**config.mk**
```make
export PLATFORM = sky130hd
export DESIGN_NAME = uaf_top
export DESIGN_NICKNAME = d
export VERILOG_FILES = /design/src/uaf_pkg.sv /design/src/uaf_bit_if.sv /design/src/uaf_bit_timer.sv /design/src/uaf_top.sv
export SDC_FILE = /design/constraint.sdc
export NUM_CORES = 1
export LEC_CHECK = 0
export ABC_AREA = 0
export BUFFER_PORTS_ARGS = -buffer_cell sky130_fd_sc_hd__buf_2
export CAP_MARGIN = 20
export CELL_PAD_IN_SITES_DETAIL_PLACEMENT = 0
export CELL_PAD_IN_SITES_GLOBAL_PLACEMENT = 1
export CORE_ASPECT_RATIO = 0.8
export CORE_MARGIN = 1.5
export CORE_UTILIZATION = 38
export CTS_BUF_LIST = sky130_fd_sc_hd__clkbuf_4 sky130_fd_sc_hd__clkbuf_8
export DETAILED_ROUTE_END_ITERATION = 10
export GPL_TIMING_DRIVEN = 0
export PLACE_DENSITY_LB_ADDON = 0.3
export SLEW_MARGIN = 20
export SYNTH_ARGS = -nofsm -noshare
export SYNTH_HDL_FRONTEND = slang
export SYNTH_HIERARCHICAL = 1
export SYNTH_SLANG_ARGS = --single-unit
export TNS_END_PERCENT = 100
```
**constraint.sdc**
```tcl
create_clock -name ref_clk_in -period 14.9 [get_ports ref_clk_in]
set_input_delay 2.98 -clock ref_clk_in [delete_from_list [all_inputs] [get_ports ref_clk_in]]
set_output_delay 2.98 -clock ref_clk_in [all_outputs]
set_load 0.02 [all_outputs]
```
**src/uaf_pkg.sv**
```systemverilog
// shared constants and types of the uart alternate-function block
// assumes a 32-bit apb slave on a single 200 mhz clock
package uaf_pkg;
	localparam int PERIOD_W = 21;
	localparam logic [PERIOD_W-1:0] PERIOD_ONE = 21'h000001;
	// register byte offsets
	localparam logic [11:0] ADDR_BAUD = 12'h024;
	localparam logic [11:0] ADDR_IRDA = 12'h030;
	localparam logic [11:0] ADDR_ALT = 12'h034;
	localparam logic [11:0] ADDR_FUN = 12'h038;
	localparam logic [11:0] ADDR_COMP = 12'h03c;
	localparam logic [11:0] ADDR_ISTAT = 12'h040;
	localparam logic [11:0] ADDR_IMASK = 12'h044;
	localparam logic [11:0] ADDR_FRAME = 12'h048;
	// values after reset and writable bits
	localparam logic [31:0] RST_IRDA = 32'h00000040;
	localparam logic [31:0] RST_ZERO = 32'h00000000;
	localparam logic [31:0] WMASK_BAUD = 32'h8000ffff;
	localparam logic [31:0] WMASK_IRDA = 32'h00000062;
	localparam logic [31:0] WMASK_ALT = 32'hff0f01f7;
	localparam logic [31:0] WMASK_COMP = 32'h800001ff;
	// field positions
	localparam int BAUD_DIV16 = 31;
	localparam int IR_RX_INVERT = 6;
	localparam int IR_TX_INVERT = 5;
	localparam int IR_TX_SEL = 1;
	localparam int ALT_STATION_LSB = 24;
	localparam int ALT_ADDR_EN = 19;
	localparam int ALT_AUTO_DIR = 18;
	localparam int ALT_AUTO_ADDR = 17;
	localparam int ALT_MULTIDROP = 16;
	localparam int ALT_BIT_ERR = 8;
	localparam int ALT_LIN_TX = 7;
	localparam int ALT_LIN_RX = 6;
	localparam int ALT_HSEL_LSB = 4;
	localparam int COMP_DEC = 31;
	// interrupt status bits
	localparam int INT_TXHDR = 0;
	localparam int INT_RXHDR = 1;
	localparam int INT_BITERR = 2;
	localparam int INT_ADDR = 3;
	localparam int INT_W = 4;
	// frame and lin constants
	localparam logic [4:0] LIN_BREAK_BASE = 5'h08;
	localparam logic [7:0] LIN_SYNC_BYTE = 8'h55;
	localparam logic [4:0] FRAME_LEN = 5'h0a;
	localparam logic [4:0] FRAME_LEN_PAR = 5'h0b;
	localparam logic [3:0] RX_LAST = 4'h8;
	localparam logic [3:0] RX_LAST_PAR = 4'h9;
	localparam logic [9:0] RX_MASK = 10'h1ff;
	localparam logic [9:0] RX_MASK_PAR = 10'h3ff;
	typedef enum logic [1:0] {FUN_UART = 2'h0, FUN_LIN = 2'h1, FUN_IRDA = 2'h2, FUN_RS485 = 2'h3} uaf_fun_e;
	typedef enum logic [1:0] {HSEL_BRK = 2'h0, HSEL_SYNC = 2'h1, HSEL_PID = 2'h2, HSEL_RSVD = 2'h3} uaf_hsel_e;
	typedef enum logic [2:0] {TX_IDLE = 3'h0, TX_BREAK = 3'h1, TX_SYNC = 3'h3, TX_PID = 3'h2, TX_DATA = 3'h6} uaf_tx_e;
	typedef enum logic [1:0] {RX_IDLE = 2'h0, RX_START = 2'h1, RX_BITS = 2'h3} uaf_rx_e;
endpackage

```
**src/uaf_bit_if.sv**
```systemverilog
// bit-timer control bundle between the channel logic and a bit timer
// assumes both ends run on the same clock
`timescale 1ns/1ps
interface uaf_bit_if;
	import uaf_pkg::*;
	logic load;
	logic half;
	logic comp_en;
	logic comp_dec;
	logic [PERIOD_W-1:0] period;
	logic tick;
	modport ctl(output load, output half, output comp_en, output comp_dec, output period, input tick);
	modport tmr(input load, input half, input comp_en, input comp_dec, input period, output tick);
endinterface

```
**src/uaf_bit_timer.sv**
```systemverilog
// one bit-period down counter with per-bit compensation
// assumes the controller reloads it in the tick cycle to chain bits
`timescale 1ns/1ps
module uaf_bit_timer
	import uaf_pkg::*;
(
	// clock and reset
	input wire logic ref_clk_in,
	input wire logic rst_n_in,
	// control bundle
	uaf_bit_if.tmr bt
);
	typedef struct packed {
		logic run;
		logic [PERIOD_W-1:0] cnt;
	} uaf_tmr_s;
	uaf_tmr_s q;
	uaf_tmr_s n;
	logic [PERIOD_W-1:0] len;
	always_comb begin
		len = bt.period;
		if (bt.half) begin
			len = bt.period >> 1;
		end else if (bt.comp_en && bt.comp_dec) begin
			len = bt.period - PERIOD_ONE;
		end else if (bt.comp_en) begin
			len = bt.period + PERIOD_ONE;
		end
		if (len == '0) begin
			len = PERIOD_ONE;
		end
		n = q;
		if (bt.load) begin
			n.run = 1'b1;
			n.cnt = len - PERIOD_ONE;
		end else if (q.run) begin
			if (q.cnt == '0) begin
				n.run = 1'b0;
			end else begin
				n.cnt = q.cnt - PERIOD_ONE;
			end
		end
	end
	always_ff @(posedge ref_clk_in or negedge rst_n_in) begin
		if (!rst_n_in) begin
			q <= '0;
		end else begin
			q <= n;
		end
	end
	assign bt.tick = q.run && (q.cnt == '0);
endmodule

```
**src/uaf_top.sv**
```systemverilog
// uart alternate-function channel: lin, irda, rs-485 and bit compensation
// assumes an apb master on ref_clk_in and a transceiver on the serial pins
// Notes on behaviour
// - receive-invert bit flips the serial input before sampling.
// - transmit-invert bit flips the serial output.
// - in infrared mode direction bit picks receiver (0) or transmitter (1).
// - function field picks uart, lin, infrared or rs-485.
// - rs-485 station address is the top byte of alternate control.
// - lin identifier parity bits are generated from the six id bits.
// - address-detect enable turns on hardware address matching in rs-485.
// - in rs-485 mode auto-direction drives the line driver enable while transmitting.
// - lin bit error raises an interrupt when readback differs.
// - header trigger starts a header, clears itself, raises an interrupt.
// - lin receive raises an interrupt after the selected header part.
// - header select: break, break+sync, break+sync+identifier; 11 reserved.
// - transmitted break lasts the break count plus eight bit times.
// - nine-bit pattern marks compensated data bits and parity bit.
// - marked bits lengthen by one clock, or shorten when direction set.
// - bit period is divisor plus one, times sixteen in divide mode.
//
// Chosen here: register access over APB.
`timescale 1ns/1ps
module uaf_top
	import uaf_pkg::*;
(
	// clock and reset
	input wire logic ref_clk_in,
	input wire logic rst_n_in,
	// apb slave
	input wire logic [11:0] paddr_in,
	input wire logic psel_in,
	input wire logic penable_in,
	input wire logic pwrite_in,
	input wire logic [31:0] pwdata_in,
	output logic [31:0] prdata_out,
	output logic pready_out,
	output logic pslverr_out,
	// serial line
	input wire logic rx_pin_in,
	output logic tx_pin_out,
	output logic line_dir_out,
	// byte streams
	input wire logic [7:0] tx_data_in,
	input wire logic tx_valid_in,
	output logic tx_ready_out,
	output logic [7:0] rx_data_out,
	output logic rx_valid_out,
	output logic rx_addr_out,
	// interrupt
	output logic irq_out
);
	typedef struct packed {
		logic [31:0] prdata;
		logic pready;
		logic pslverr;
		logic [31:0] baud;
		logic [31:0] irda;
		logic [31:0] alt;
		logic [31:0] comp;
		logic [1:0] fun;
		logic [INT_W-1:0] istat;
		logic [INT_W-1:0] imask;
		logic par_en;
		logic rx_s1;
		logic rx_s2;
		logic rx_prev;
		uaf_tx_e tx_st;
		logic [15:0] tx_sh;
		logic [4:0] tx_left;
		logic [3:0] tx_pos;
		uaf_rx_e rx_st;
		logic [9:0] rx_sh;
		logic [3:0] rx_cnt;
		logic [1:0] lin_stage;
		logic aad_hit;
		logic [7:0] rx_data;
		logic rx_valid;
		logic rx_addr;
		logic tx_line;
		logic dir;
		logic tx_ready;
		logic irq;
	} uaf_state_s;

	////////////////////////////////////////////////////////////////////////////
	function automatic logic [15:0] uaf_frame(input logic [7:0] b, input logic par);
		logic [15:0] f;
		f = {6'h00, 1'b1, b, 1'b0};
		if (par) begin
			f = {5'h00, 1'b1, ^b, b, 1'b0};
		end
		return f;
	endfunction

	function automatic logic [7:0] uaf_pid(input logic [5:0] id);
		logic p0;
		logic p1;
		p0 = id[0] ^ id[1] ^ id[2] ^ id[4];
		p1 = ~(id[1] ^ id[3] ^ id[4] ^ id[5]);
		return {p1, p0, id};
	endfunction

	// pos counts from the start bit: 1..8 are data bits, 9 the parity bit
	function automatic logic uaf_comp_hit(input logic [8:0] pat, input logic [3:0] pos, input logic par);
		logic hit;
		hit = 1'b0;
		if (pos >= 4'h1 && pos <= 4'h8) begin
			hit = pat[pos - 4'h1];
		end else if (pos == 4'h9 && par) begin
			hit = pat[8];
		end
		return hit;
	endfunction

	////////////////////////////////////////////////////////////////////////////
	uaf_state_s q;
	uaf_state_s n;
	uaf_fun_e fun;
	uaf_hsel_e hsel;
	logic [16:0] brd_inc;
	logic [PERIOD_W-1:0] period;
	logic [INT_W-1:0] ev;
	logic rx_bit;
	logic acc;
	logic done;
	logic wr;
	logic rd_clr;
	logic mapped;
	logic [31:0] rd;
	logic t_load;
	logic t_comp;
	logic r_load;
	logic r_half;
	logic r_comp;
	logic take;
	logic hdr_go;
	logic hdr_done;
	logic tx_allowed;
	logic bf;
	logic [15:0] bf_sh;
	logic [4:0] bf_len;
	uaf_tx_e bf_st;
	logic [4:0] brk_len;
	logic [9:0] w;
	logic [3:0] rx_last;
	logic frame_done;
	logic brk;
	logic deliver;
	logic is_addr;
	logic [7:0] data;

	uaf_bit_if tx_tm();
	uaf_bit_if rx_tm();

	uaf_bit_timer u_tx_timer (
		.ref_clk_in(ref_clk_in),
		.rst_n_in(rst_n_in),
		.bt(tx_tm.tmr)
	);

	uaf_bit_timer u_rx_timer (
		.ref_clk_in(ref_clk_in),
		.rst_n_in(rst_n_in),
		.bt(rx_tm.tmr)
	);

	assign tx_tm.load = t_load;
	assign tx_tm.half = 1'b0;
	assign tx_tm.comp_en = t_comp;
	assign tx_tm.comp_dec = q.comp[COMP_DEC];
	assign tx_tm.period = period;
	assign rx_tm.load = r_load;
	assign rx_tm.half = r_half;
	assign rx_tm.comp_en = r_comp;
	assign rx_tm.comp_dec = q.comp[COMP_DEC];
	assign rx_tm.period = period;

	////////////////////////////////////////////////////////////////////////////
	always_comb begin
		n = q;
		ev = '0;
		fun = uaf_fun_e'(q.fun);
		hsel = uaf_hsel_e'(q.alt[ALT_HSEL_LSB +: 2]);
		brd_inc = {1'b0, q.baud[15:0]} + 17'h00001;
		period = {4'h0, brd_inc};
		if (q.baud[BAUD_DIV16]) begin
			period = {brd_inc, 4'h0};
		end
		// pin synchroniser; only the second stage is looked at
		n.rx_s1 = rx_pin_in;
		n.rx_s2 = q.rx_s1;
		// receiver is deaf while the infrared path is set to transmit
		rx_bit = (q.rx_s2 ^ q.irda[IR_RX_INVERT]) | (fun == FUN_IRDA && q.irda[IR_TX_SEL]);
		n.rx_prev = rx_bit;

		// transmit engine
		t_load = 1'b0;
		t_comp = 1'b0;
		hdr_done = 1'b0;
		bf = 1'b0;
		bf_sh = '0;
		bf_len = '0;
		bf_st = TX_IDLE;
		tx_allowed = !(fun == FUN_IRDA && !q.irda[IR_TX_SEL]);
		take = tx_valid_in & q.tx_ready;
		hdr_go = (fun == FUN_LIN) & q.alt[ALT_LIN_TX];
		brk_len = {2'h0, q.alt[2:0]} + LIN_BREAK_BASE;
		case (q.tx_st)
			TX_IDLE: begin
				if (take) begin
					bf = 1'b1;
					bf_sh = uaf_frame(tx_data_in, q.par_en);
					bf_len = q.par_en ? FRAME_LEN_PAR : FRAME_LEN;
					bf_st = TX_DATA;
				end else if (hdr_go) begin
					// low for the break, then one high delimiter bit
					bf = 1'b1;
					bf_sh = 16'h0001 << brk_len;
					bf_len = brk_len + 5'h01;
					bf_st = TX_BREAK;
				end
			end
			default: begin
				if (tx_tm.tick) begin
					if (q.tx_left != 5'h01) begin
						n.tx_sh = q.tx_sh >> 1;
						n.tx_left = q.tx_left - 5'h01;
						n.tx_pos = q.tx_pos + 4'h1;
						t_load = 1'b1;
						t_comp = (q.tx_st == TX_DATA) && uaf_comp_hit(q.comp[8:0], q.tx_pos + 4'h1, q.par_en);
					end else begin
						case (q.tx_st)
							TX_BREAK: begin
								if (hsel == HSEL_SYNC || hsel == HSEL_PID) begin
									bf = 1'b1;
									bf_sh = uaf_frame(LIN_SYNC_BYTE, 1'b0);
									bf_len = FRAME_LEN;
									bf_st = TX_SYNC;
								end else begin
									hdr_done = 1'b1;
								end
							end
							TX_SYNC: begin
								if (hsel == HSEL_PID) begin
									bf = 1'b1;
									bf_sh = uaf_frame(uaf_pid(q.alt[ALT_STATION_LSB +: 6]), 1'b0);
									bf_len = FRAME_LEN;
									bf_st = TX_PID;
								end else begin
									hdr_done = 1'b1;
								end
							end
							TX_PID: begin
								hdr_done = 1'b1;
							end
							default: begin
								n.tx_st = TX_IDLE;
							end
						endcase
					end
				end
			end
		endcase
		if (hdr_done) begin
			n.tx_st = TX_IDLE;
			n.alt[ALT_LIN_TX] = 1'b0;
			ev[INT_TXHDR] = 1'b1;
		end
		if (bf) begin
			n.tx_sh = bf_sh;
			n.tx_left = bf_len;
			n.tx_pos = 4'h0;
			n.tx_st = bf_st;
			t_load = 1'b1;
		end
		// readback lags by the synchroniser, well inside one bit
		if (fun == FUN_LIN && q.alt[ALT_BIT_ERR] && tx_tm.tick && q.tx_st != TX_IDLE && rx_bit != q.tx_sh[0]) begin
			ev[INT_BITERR] = 1'b1;
		end
		n.tx_line = ((n.tx_st == TX_IDLE) ? 1'b1 : n.tx_sh[0]) ^ q.irda[IR_TX_INVERT];
		n.dir = 1'b0;
		if (fun == FUN_RS485 && q.alt[ALT_AUTO_DIR]) begin
			n.dir = (n.tx_st != TX_IDLE);
		end else if (fun == FUN_IRDA) begin
			n.dir = q.irda[IR_TX_SEL];
		end

		// receive engine
		r_load = 1'b0;
		r_half = 1'b0;
		r_comp = 1'b0;
		frame_done = 1'b0;
		rx_last = q.par_en ? RX_LAST_PAR : RX_LAST;
		w = q.rx_sh;
		w[q.rx_cnt] = rx_bit;
		case (q.rx_st)
			RX_IDLE: begin
				if (q.rx_prev && !rx_bit) begin
					r_load = 1'b1;
					r_half = 1'b1;
					n.rx_st = RX_START;
				end
			end
			RX_START: begin
				if (rx_tm.tick) begin
					if (!rx_bit) begin
						r_load = 1'b1;
						r_comp = uaf_comp_hit(q.comp[8:0], 4'h1, q.par_en);
						n.rx_cnt = 4'h0;
						n.rx_st = RX_BITS;
					end else begin
						n.rx_st = RX_IDLE;
					end
				end
			end
			RX_BITS: begin
				if (rx_tm.tick) begin
					n.rx_sh = w;
					if (q.rx_cnt != rx_last) begin
						n.rx_cnt = q.rx_cnt + 4'h1;
						r_load = 1'b1;
						r_comp = uaf_comp_hit(q.comp[8:0], q.rx_cnt + 4'h2, q.par_en);
					end else begin
						frame_done = 1'b1;
						n.rx_st = RX_IDLE;
					end
				end
			end
			default: begin
				n.rx_st = RX_IDLE;
			end
		endcase
		data = w[7:0];
		brk = ~|(w & (q.par_en ? RX_MASK_PAR : RX_MASK));
		is_addr = (fun == FUN_RS485) && q.par_en && w[8];
		deliver = 1'b1;
		if (frame_done && fun == FUN_LIN && q.alt[ALT_LIN_RX]) begin
			if (brk) begin
				deliver = 1'b0;
				n.lin_stage = 2'h1;
				ev[INT_RXHDR] = (hsel == HSEL_BRK || hsel == HSEL_RSVD);
			end else if (q.lin_stage == 2'h1) begin
				n.lin_stage = (data == LIN_SYNC_BYTE) ? 2'h2 : 2'h0;
				ev[INT_RXHDR] = (data == LIN_SYNC_BYTE) && (hsel == HSEL_SYNC);
			end else if (q.lin_stage == 2'h2) begin
				n.lin_stage = 2'h0;
				ev[INT_RXHDR] = (hsel == HSEL_PID);
			end
		end
		if (frame_done && fun == FUN_RS485 && q.alt[ALT_ADDR_EN]) begin
			// auto-address wins if software breaks the exclusion
			if (is_addr) begin
				ev[INT_ADDR] = (data == q.alt[ALT_STATION_LSB +: 8]);
				if (q.alt[ALT_AUTO_ADDR]) begin
					n.aad_hit = ev[INT_ADDR];
					deliver = ev[INT_ADDR];
				end
			end else if (q.alt[ALT_AUTO_ADDR]) begin
				deliver = q.aad_hit;
			end
		end
		n.rx_valid = frame_done & deliver;
		if (frame_done) begin
			n.rx_data = data;
			n.rx_addr = is_addr;
		end

		// apb slave: one wait state, writes land on the completing edge
		acc = psel_in & penable_in;
		done = acc & q.pready;
		n.pready = acc & ~q.pready;
		mapped = 1'b1;
		rd = '0;
		case (paddr_in)
			ADDR_BAUD: rd = q.baud;
			ADDR_IRDA: rd = q.irda;
			ADDR_ALT: rd = q.alt;
			ADDR_FUN: rd = {30'h00000000, q.fun};
			ADDR_COMP: rd = q.comp;
			ADDR_ISTAT: rd = {28'h0000000, q.istat};
			ADDR_IMASK: rd = {28'h0000000, q.imask};
			ADDR_FRAME: rd = {31'h00000000, q.par_en};
			default: mapped = 1'b0;
		endcase
		n.prdata = '0;
		n.pslverr = 1'b0;
		if (acc && !q.pready) begin
			n.prdata = pwrite_in ? 32'h00000000 : rd;
			n.pslverr = ~mapped;
		end
		wr = done & pwrite_in & mapped;
		rd_clr = done & ~pwrite_in & (paddr_in == ADDR_ISTAT);
		if (wr) begin
			case (paddr_in)
				ADDR_BAUD: n.baud = pwdata_in & WMASK_BAUD;
				ADDR_IRDA: n.irda = pwdata_in & WMASK_IRDA;
				ADDR_ALT: n.alt = pwdata_in & WMASK_ALT;
				ADDR_FUN: n.fun = pwdata_in[1:0];
				ADDR_COMP: n.comp = pwdata_in & WMASK_COMP;
				ADDR_IMASK: n.imask = pwdata_in[INT_W-1:0];
				ADDR_FRAME: n.par_en = pwdata_in[0];
				default: ;
			endcase
		end
		// an event in the clearing cycle survives the read
		n.istat = (q.istat & ~{INT_W{rd_clr}}) | ev;
		n.irq = |(n.istat & n.imask);
		n.tx_ready = (n.tx_st == TX_IDLE) && !bf && tx_allowed && !(fun == FUN_LIN && n.alt[ALT_LIN_TX]);
	end

	////////////////////////////////////////////////////////////////////////////
	always_ff @(posedge ref_clk_in or negedge rst_n_in) begin
		if (!rst_n_in) begin
			q <= '0;
			q.baud <= RST_ZERO;
			q.irda <= RST_IRDA;
			q.alt <= RST_ZERO;
			q.comp <= RST_ZERO;
			q.rx_s1 <= 1'b1;
			q.rx_s2 <= 1'b1;
			// receive inversion is on after reset, so the idle line reads low
			q.rx_prev <= ~RST_IRDA[IR_RX_INVERT];
			q.tx_line <= 1'b1;
		end else begin
			q <= n;
		end
	end

	assign prdata_out = q.prdata;
	assign pready_out = q.pready;
	assign pslverr_out = q.pslverr;
	assign tx_pin_out = q.tx_line;
	assign line_dir_out = q.dir;
	assign tx_ready_out = q.tx_ready;
	assign rx_data_out = q.rx_data;
	assign rx_valid_out = q.rx_valid;
	assign rx_addr_out = q.rx_addr;
	assign irq_out = q.irq;
endmodule

```
Word level (Yosys, flattened, before mapping) --
Index checks and enable logic that the tools add are counted.
Word-level totals: register bits 203, input bits 59, output and inout bits 48, logic and storage cells 344
Operators by class: add/sub/neg operators 15, $lt $le $gt $ge 8, equal/unequal tests 39, shift operators 1, mux-type cells 145, bitwise gates (word level) 28, reduce and logical (&&, ||, !) cells 72
Operators with widths (number):
- case mux 32 bit (8 select lines) | 1
- 2-to-1 mux 21 bit | 10
- subtractor 21 x 1 -> 21 bit, second input constant | 5
- 2-to-1 mux 32 bit | 3
- 2-to-1 mux 22 bit | 4
- logical NOT 21 bit | 4
- 2-to-1 mux 28 bit | 3
- 2-to-1 mux 1 bit | 68
- 2-to-1 mux 16 bit | 4
- equality test 12 x 6 -> 1 bit, second input constant | 5
- 2-to-1 mux 10 bit | 5
- 2-to-1 mux 42 bit | 1
- equality test 12 x 7 -> 1 bit, second input constant | 3
- 2-to-1 mux 4 bit | 8
- logical AND 1 bit | 30
- 2-to-1 mux 2 bit | 13
- 2-to-1 mux 25 bit | 1
- adder 21 x 1 -> 21 bit, second input constant | 1
- 2-to-1 mux 5 bit | 4
- case mux 10 bit (2 select lines) | 1
- AND reduction 2 bit | 10
- inequality test 2 bit, second input constant | 9
- adder 16 x 1 -> 17 bit, second input constant | 1
- case mux 4 bit (2 select lines) | 2
- other kinds (54) | 112

Longest topological paths before layout --
depth in word-level cells 18, depth in mapped cells 31, mapped depth without buffers 27

Hierarchy --
The synthesis kept the hierarchy.
By module, submodules not included:
- uaf_top | instances 1, cells an instance 928, area each 8994.9 um^2
- uaf_bit_timer | instances 2, cells an instance 390, area each 2957.8 um^2

Worst setup path before layout --
No wires, ideal clock.
path type register to register, start point reg u_tx_timer/q[0] in the netlist's numbering, end point reg u_tx_timer/q[20] in the netlist's numbering, library setup time 139 ps, arrival time 6309 ps, required time 14761 ps, slack 8452 ps, stages on the path, launching flop included 32, buffers on the path 4, period minus slack after synthesis 6448 ps, cells stage by stage dfrtp_1 -> inv_1 -> ha_1 -> or4b_1 -> nand4b_1 -> or4_1 -> inv_1 -> nand2_1 -> nor2_1 -> o31ai_1 -> nor2_1 -> clkbuf_1 -> nand4b_1 -> a21oi_1 -> buf_4 -> nand4b_4 -> or3_1 -> buf_2 -> o22a_1 -> mux2_4 -> a211o_1 -> nor4b_2 -> buf_2 -> and3_1 -> nor2_1 -> ha_1 -> o221ai_1 -> a211o_1 -> nor2_1 -> nand4_1 -> xor2_1 -> o21ai_0
On the way: longest elaborated chain between the ends 10
RTL lines:
- from (decl) | RTL line uaf_bit_timer.sv:17 | uaf_tmr_s q;
- from (signal assigned) | RTL line uaf_bit_timer.sv:48 | q <= n;
- logical NOT 21 bit * | RTL line uaf_bit_timer.sv:51 | assign bt.tick = q.run && (q.cnt == '0);
- logical AND 1 bit * | RTL line uaf_bit_timer.sv:51
- via tx_tm.tick | RTL line uaf_bit_if.sv:11 | logic tick;
- 2-to-1 mux 1 bit * | RTL line uaf_top.sv:224 | if (tx_tm.tick) begin
- 2-to-1 mux 1 bit * | RTL line uaf_top.sv:208 | case (q.tx_st)
- via t_comp | RTL line uaf_top.sv:131 | logic t_comp;
- 2-to-1 mux 21 bit / logical AND 1 bit (equally long branches) | RTL line uaf_bit_timer.sv:26, uaf_bit_timer.sv:24
- 2-to-1 mux 21 bit * | RTL line uaf_bit_timer.sv:24 | end else if (bt.comp_en && bt.comp_dec) begin
- logical NOT 21 bit | RTL line uaf_bit_timer.sv:29 | if (len == '0) begin
- 2-to-1 mux 21 bit * | RTL line uaf_bit_timer.sv:29
- subtractor 21 x 1 -> 21 bit * | RTL line uaf_bit_timer.sv:35 | n.cnt = len - PERIOD_ONE;
- 2-to-1 mux 22 bit * | RTL line uaf_bit_timer.sv:33 | if (bt.load) begin
The timed path passes the listed nets; every way through them passes the cells marked *. The select of a mux whose other input is x is not followed. A chain may end at the register's enable or synchronous reset.

Final worst setup path --
start point reg u_tx_timer/q[0] in the netlist's numbering, end point reg u_tx_timer/q[12] in the netlist's numbering
Same word-level chain as after synthesis.

==> out/results.md <==
| Result | This run | Unit |
|:---|:---|:---|
| Global-route wire length before repair | 73.1 | mm |
| Number of hold violations in the final report | 0 | - |
| Count of hold-fix buffers inserted at cts | 0 | - |
| Total CTS buffers | 17 | - |
| Type of the most critical hold path | reg -> reg | - |
| Total number of vias | 13,700 | - |
| Antenna cell count | 0 | - |
| Launch instance of the worst register-to-register path | u_tx_timer/q[0] | - |
| Placer congestion estimate | 0.905 | - |
| Library cell used as clock root buffer | sky130_fd_sc_hd__clkbuf_8 | - |
| Transition time at the pin with the least slew margin | 1.09 | ns |
| Number of standard-cell rows in the floorplan | 64 | - |
| Kind of critical path | reg -> reg | - |
| CTS sink cnt | 199 | - |
| Maximum number of buffers from clock root to sink | 2 | - |
| Cell count of the worst hold path | 0 | - |
| Clock tree from TritonCTS | done | - |
| Core Footprint | 38,400 | sq um |
| Number of post-CTS setup repair buffers | 0 | - |
| Minimum setup slack among reg-to-reg paths | 6.49 | ns |
| Average vias per placed instance | 5.84 | - |
| Uppermost layer routed | met4 | - |
| Reg-to-reg endpoint | u_tx_timer/q[12] | - |
| Leakage power of the design | 7.32 | nW |
| Chip width | 224 | um |
| Tmin final | 8.41 | ns |
| Power after layout | 0.00120 | W |
| Die area | 40,400 | sq um |
| Final ANT Viol Nets | 0 | - |
| Length of routed met3 wiring | 2.98 | mm |
| Crit path top cell by count | sky130_fd_sc_hd__nor2_1 | - |
| Number of synthesized register bits | 199 | - |
| Clock tree skew after final layout | 0.0208 | ns |
| Startpoint of the worst hold path | n[62] | - |
| Post-detail-place hpwl | 35.5 | mm |
| Starting DRT DRC Count | 1,304 | - |
| # Max-Cap Violations | 0 | - |
| Total of fill cells in the finished design | 3,881 | - |
| Maximum number of pins on one net before global-route repair | 82 | - |
| Post-cts repair resize count | 0 | - |
| # DRC | 0 | - |
| Run status | finished, final reports clean | - |
| Vertical die dimension | 180 | um |
| Count of buffers from port buffering | 98 | - |
| Number of synthesized flops with an enable pin | 0 | - |
| Data arrival time at the worst-slack endpoint | 8.80 | ns |
| Number of instances in the synthesized netlist | 1,708 | - |
| Power Dens Cells | 72.6 | nW/um^2 |
| Number of unique standard cell types used by synthesis | 98 | - |
| Detailed-router iteration count before antenna repair | 9 | - |
| Synthesized area divided by synthesized cell count | 8.73 | sq um |
| Fmax achieved | 119 | MHz |
| Nets | 1,924 | - |
| Summed negative setup slack over all endpoints | 0 | ns |
| Critical-path cell with the highest stage delay | sky130_fd_sc_hd__or4_1 | - |
| CTS H-tree lvls | 4 | - |
| RSZ-0062 raised after global routing | no | - |
| Clock slew at the register clock pins of the worst setup and hold paths | 0.12 | ns |
| Maximum resistive drop on vdd | 0.0561 | mV |
| FFs w/ async S/R, synth | 1.00 | - |
| Primary FF master, synth | sky130_fd_sc_hd__dfrtp_1 | - |
| Critical path's largest stage delay | 0.59 | ns |
| Tightest slew margin relative to the limit | 0.270 | - |
| Antenna violations before repair | 0 | - |
| Number of primary I/O pins | 107 | - |
| Proportion of synthesized chip area in sequential cells | 0.334 | - |
| Area added between synthesis and finish | 11.2 | % |
| Final period utilization | 0.565 | - |
| Setup violations, final | 0 | - |
| Number of global-route vias before repair | 12,600 | - |
| Syn. warnings | 6 | - |
| Metal2 WL | 18.3 | mm |
| Routed WL | 46.1 | mm |
| Max FO, Critical Path | 10 | - |
| Register-to-Register Path Depth | 30 | - |
| Aggregate global routing overflow | 0 | - |
| Required time of the critical path | 15.29 | ns |
| Hold-critical path endpoint | q[62] | - |
| Met1 wire length | 24.5 | mm |
| Total count of max-transition violations in the final report | 0 | - |
| Element type at the critical path start | flip-flop | - |
| All-layer global routing usage | 0.228 | - |
| Area of the mapped netlist | 14,900 | sq um |
| Average wire per cell in the routed design | 19.7 | um |
| Insertion delay of the later-clocked pin in the worst-skew pair | 0.51 | ns |
| Crit path capture type | flip-flop | - |
| Share of cells above drive strength 1 | 0.182 | - |
| Initial standard-cell utilization of the core | 0.388 | - |
==> layout make-up <==
cell class	count	area [sq um]	share of cell area
multi-input combinational	1325	8940	0.539
sequential	199	4980	0.301
clock buffer	19	255	0.0154
buffer	139	862	0.0520
timing repair buffer	101	563	0.0340
inverter	54	203	0.0122
tap	495	619	0.0374
clock inverter	13	156	0.00943
==> metal layers <==
layer	track usage	up-vias
li1	-	6480
met1	0.376	6728
met2	0.306	455
met3	0.0364	24
met4	0.0403	0
met5	0	-
==> worst max-delay path, delay by kind of cell (launching register included) <==
| kind | cells | cell delay, ns |
|---|---|---|
| xor gates and xnor gates | 1 | 0.18 |
| and+or+nand+nor | 16 | 4.84 |
| AOI/OAI and AO/OA | 6 | 1.34 |
| DFF | 1 | 0.44 |
| buffers and inverters | 5 | 1.12 |
| adders and majority gates | 2 | 0.38 |
==> logic make-up after synthesis <==
| family | share of synthesized area |
|---|---|
| simple gates | 0.240 |
| compound gates | 0.181 |
| flops | 0.334 |
| buf+inv | 0.0714 |
| xor+xnor | 0.0758 |
| mux | 0.0738 |
| fa+ha+maj | 0.0235 |
| other cells | 0.000251 |
==> state kept, by name, summed over array words and instances (netlist names), 2 cells and up <==
| register | count |
|---|---|
| hsel | 2 |
| fun | 2 |
| prdata_out | 28 |
| rx_data_out | 8 |
| u_tx_timer/q | 22 |
| q | 106 |
| u_rx_timer/q | 22 |
==> where the power goes <==
group          internal, W  total [W]  leakage, nW  switching (W)
registers         0.000582   0.000629         2.59      0.0000467
clock network     0.000147   0.000376        0.205       0.000229
logic            0.0000829   0.000198         4.53       0.000115
total             0.000812    0.00120         7.32       0.000391
==> worst max-delay path by stage <==
stage | from | endpoint
after floorplan | u_tx_timer/q[0] | u_tx_timer/q[20]
after global placement | u_tx_timer/q[0] | u_tx_timer/q[18]
after detailed placement | u_tx_timer/q[0] | u_tx_timer/q[18]
after CTS | u_tx_timer/q[0] | u_tx_timer/q[12]
after global routing | u_tx_timer/q[0] | u_tx_timer/q[18]
final | u_tx_timer/q[0] | u_tx_timer/q[12]
==> synthesized netlist by cell type, types with 7 or more instances <==
| master | n | area, sq um |
|---|---|---|
| sky130_fd_sc_hd__ha_1 | 28 | 350 |
| sky130_fd_sc_hd__o221ai_1 | 13 | 114 |
| sky130_fd_sc_hd__o31ai_1 | 14 | 105 |
| sky130_fd_sc_hd__and3_1 | 36 | 225 |
| sky130_fd_sc_hd__clkbuf_1 | 55 | 206 |
| sky130_fd_sc_hd__o21ai_0 | 94 | 470 |
| sky130_fd_sc_hd__buf_6 | 18 | 203 |
| sky130_fd_sc_hd__mux2i_1 | 35 | 350 |
| sky130_fd_sc_hd__a222oi_1 | 7 | 70.1 |
| sky130_fd_sc_hd__nor3_1 | 60 | 300 |
| sky130_fd_sc_hd__or2_2 | 12 | 75.1 |
| sky130_fd_sc_hd__a22o_1 | 7 | 61.3 |
| sky130_fd_sc_hd__a211oi_1 | 21 | 158 |
| sky130_fd_sc_hd__or4_1 | 11 | 82.6 |
| sky130_fd_sc_hd__a31oi_1 | 29 | 181 |
| sky130_fd_sc_hd__nand2b_1 | 17 | 106 |
| sky130_fd_sc_hd__or3_1 | 21 | 131 |
| sky130_fd_sc_hd__a22oi_1 | 16 | 120 |
| sky130_fd_sc_hd__nand3_1 | 50 | 250 |
| sky130_fd_sc_hd__and2_1 | 16 | 100 |
| sky130_fd_sc_hd__nor4_1 | 23 | 144 |
| sky130_fd_sc_hd__nor2b_1 | 12 | 75.1 |
| sky130_fd_sc_hd__dfrtp_1 | 195 | 4880 |
| sky130_fd_sc_hd__nand3b_1 | 17 | 128 |
| sky130_fd_sc_hd__o211ai_1 | 13 | 97.6 |
| sky130_fd_sc_hd__a221oi_1 | 8 | 70.1 |
| sky130_fd_sc_hd__mux2_2 | 56 | 631 |
| sky130_fd_sc_hd__buf_2 | 12 | 60.1 |
| sky130_fd_sc_hd__a21oi_1 | 79 | 395 |
| sky130_fd_sc_hd__o22ai_1 | 19 | 119 |
| sky130_fd_sc_hd__nor2_1 | 135 | 507 |
| sky130_fd_sc_hd__nand2_1 | 142 | 533 |
| sky130_fd_sc_hd__nor3b_1 | 15 | 113 |
| sky130_fd_sc_hd__xnor2_1 | 70 | 613 |
| sky130_fd_sc_hd__buf_4 | 47 | 353 |
| sky130_fd_sc_hd__inv_1 | 52 | 195 |
| sky130_fd_sc_hd__xor2_1 | 59 | 517 |
| sky130_fd_sc_hd__nand4_1 | 32 | 200 |
| sky130_fd_sc_hd__nor4b_1 | 8 | 70.1 |
==> metrics by stage <==
stage,cells,setup slack (ns),hold WS [ns],instance area [sq um],utilization
after floorplan,1717,8.45,0.345,14900,-
after global placement,2310,6.66,0.348,16100,0.418
after detailed placement,2313,6.60,0.348,16100,0.420
after CTS,2345,6.56,0.365,16600,0.431
after global routing,2345,5.84,0.368,16600,0.431
final,2345,6.49,0.364,16600,0.431
==> layout by cell type (no fill, tap or decap), types with 56 or more instances in the layout <==
| cell type | n |
|---|---|
| sky130_fd_sc_hd__xor2_1 | 59 |
| sky130_fd_sc_hd__mux2_2 | 56 |
| sky130_fd_sc_hd__buf_2 | 109 |
| sky130_fd_sc_hd__dfrtp_1 | 195 |
| sky130_fd_sc_hd__nor3_1 | 60 |
| sky130_fd_sc_hd__nor2_1 | 133 |
| sky130_fd_sc_hd__xnor2_1 | 70 |
| sky130_fd_sc_hd__nand2_1 | 142 |
| sky130_fd_sc_hd__o21ai_0 | 93 |
| sky130_fd_sc_hd__a21oi_1 | 79 |
Note: power is estimated with default switching activity, not from simulation.
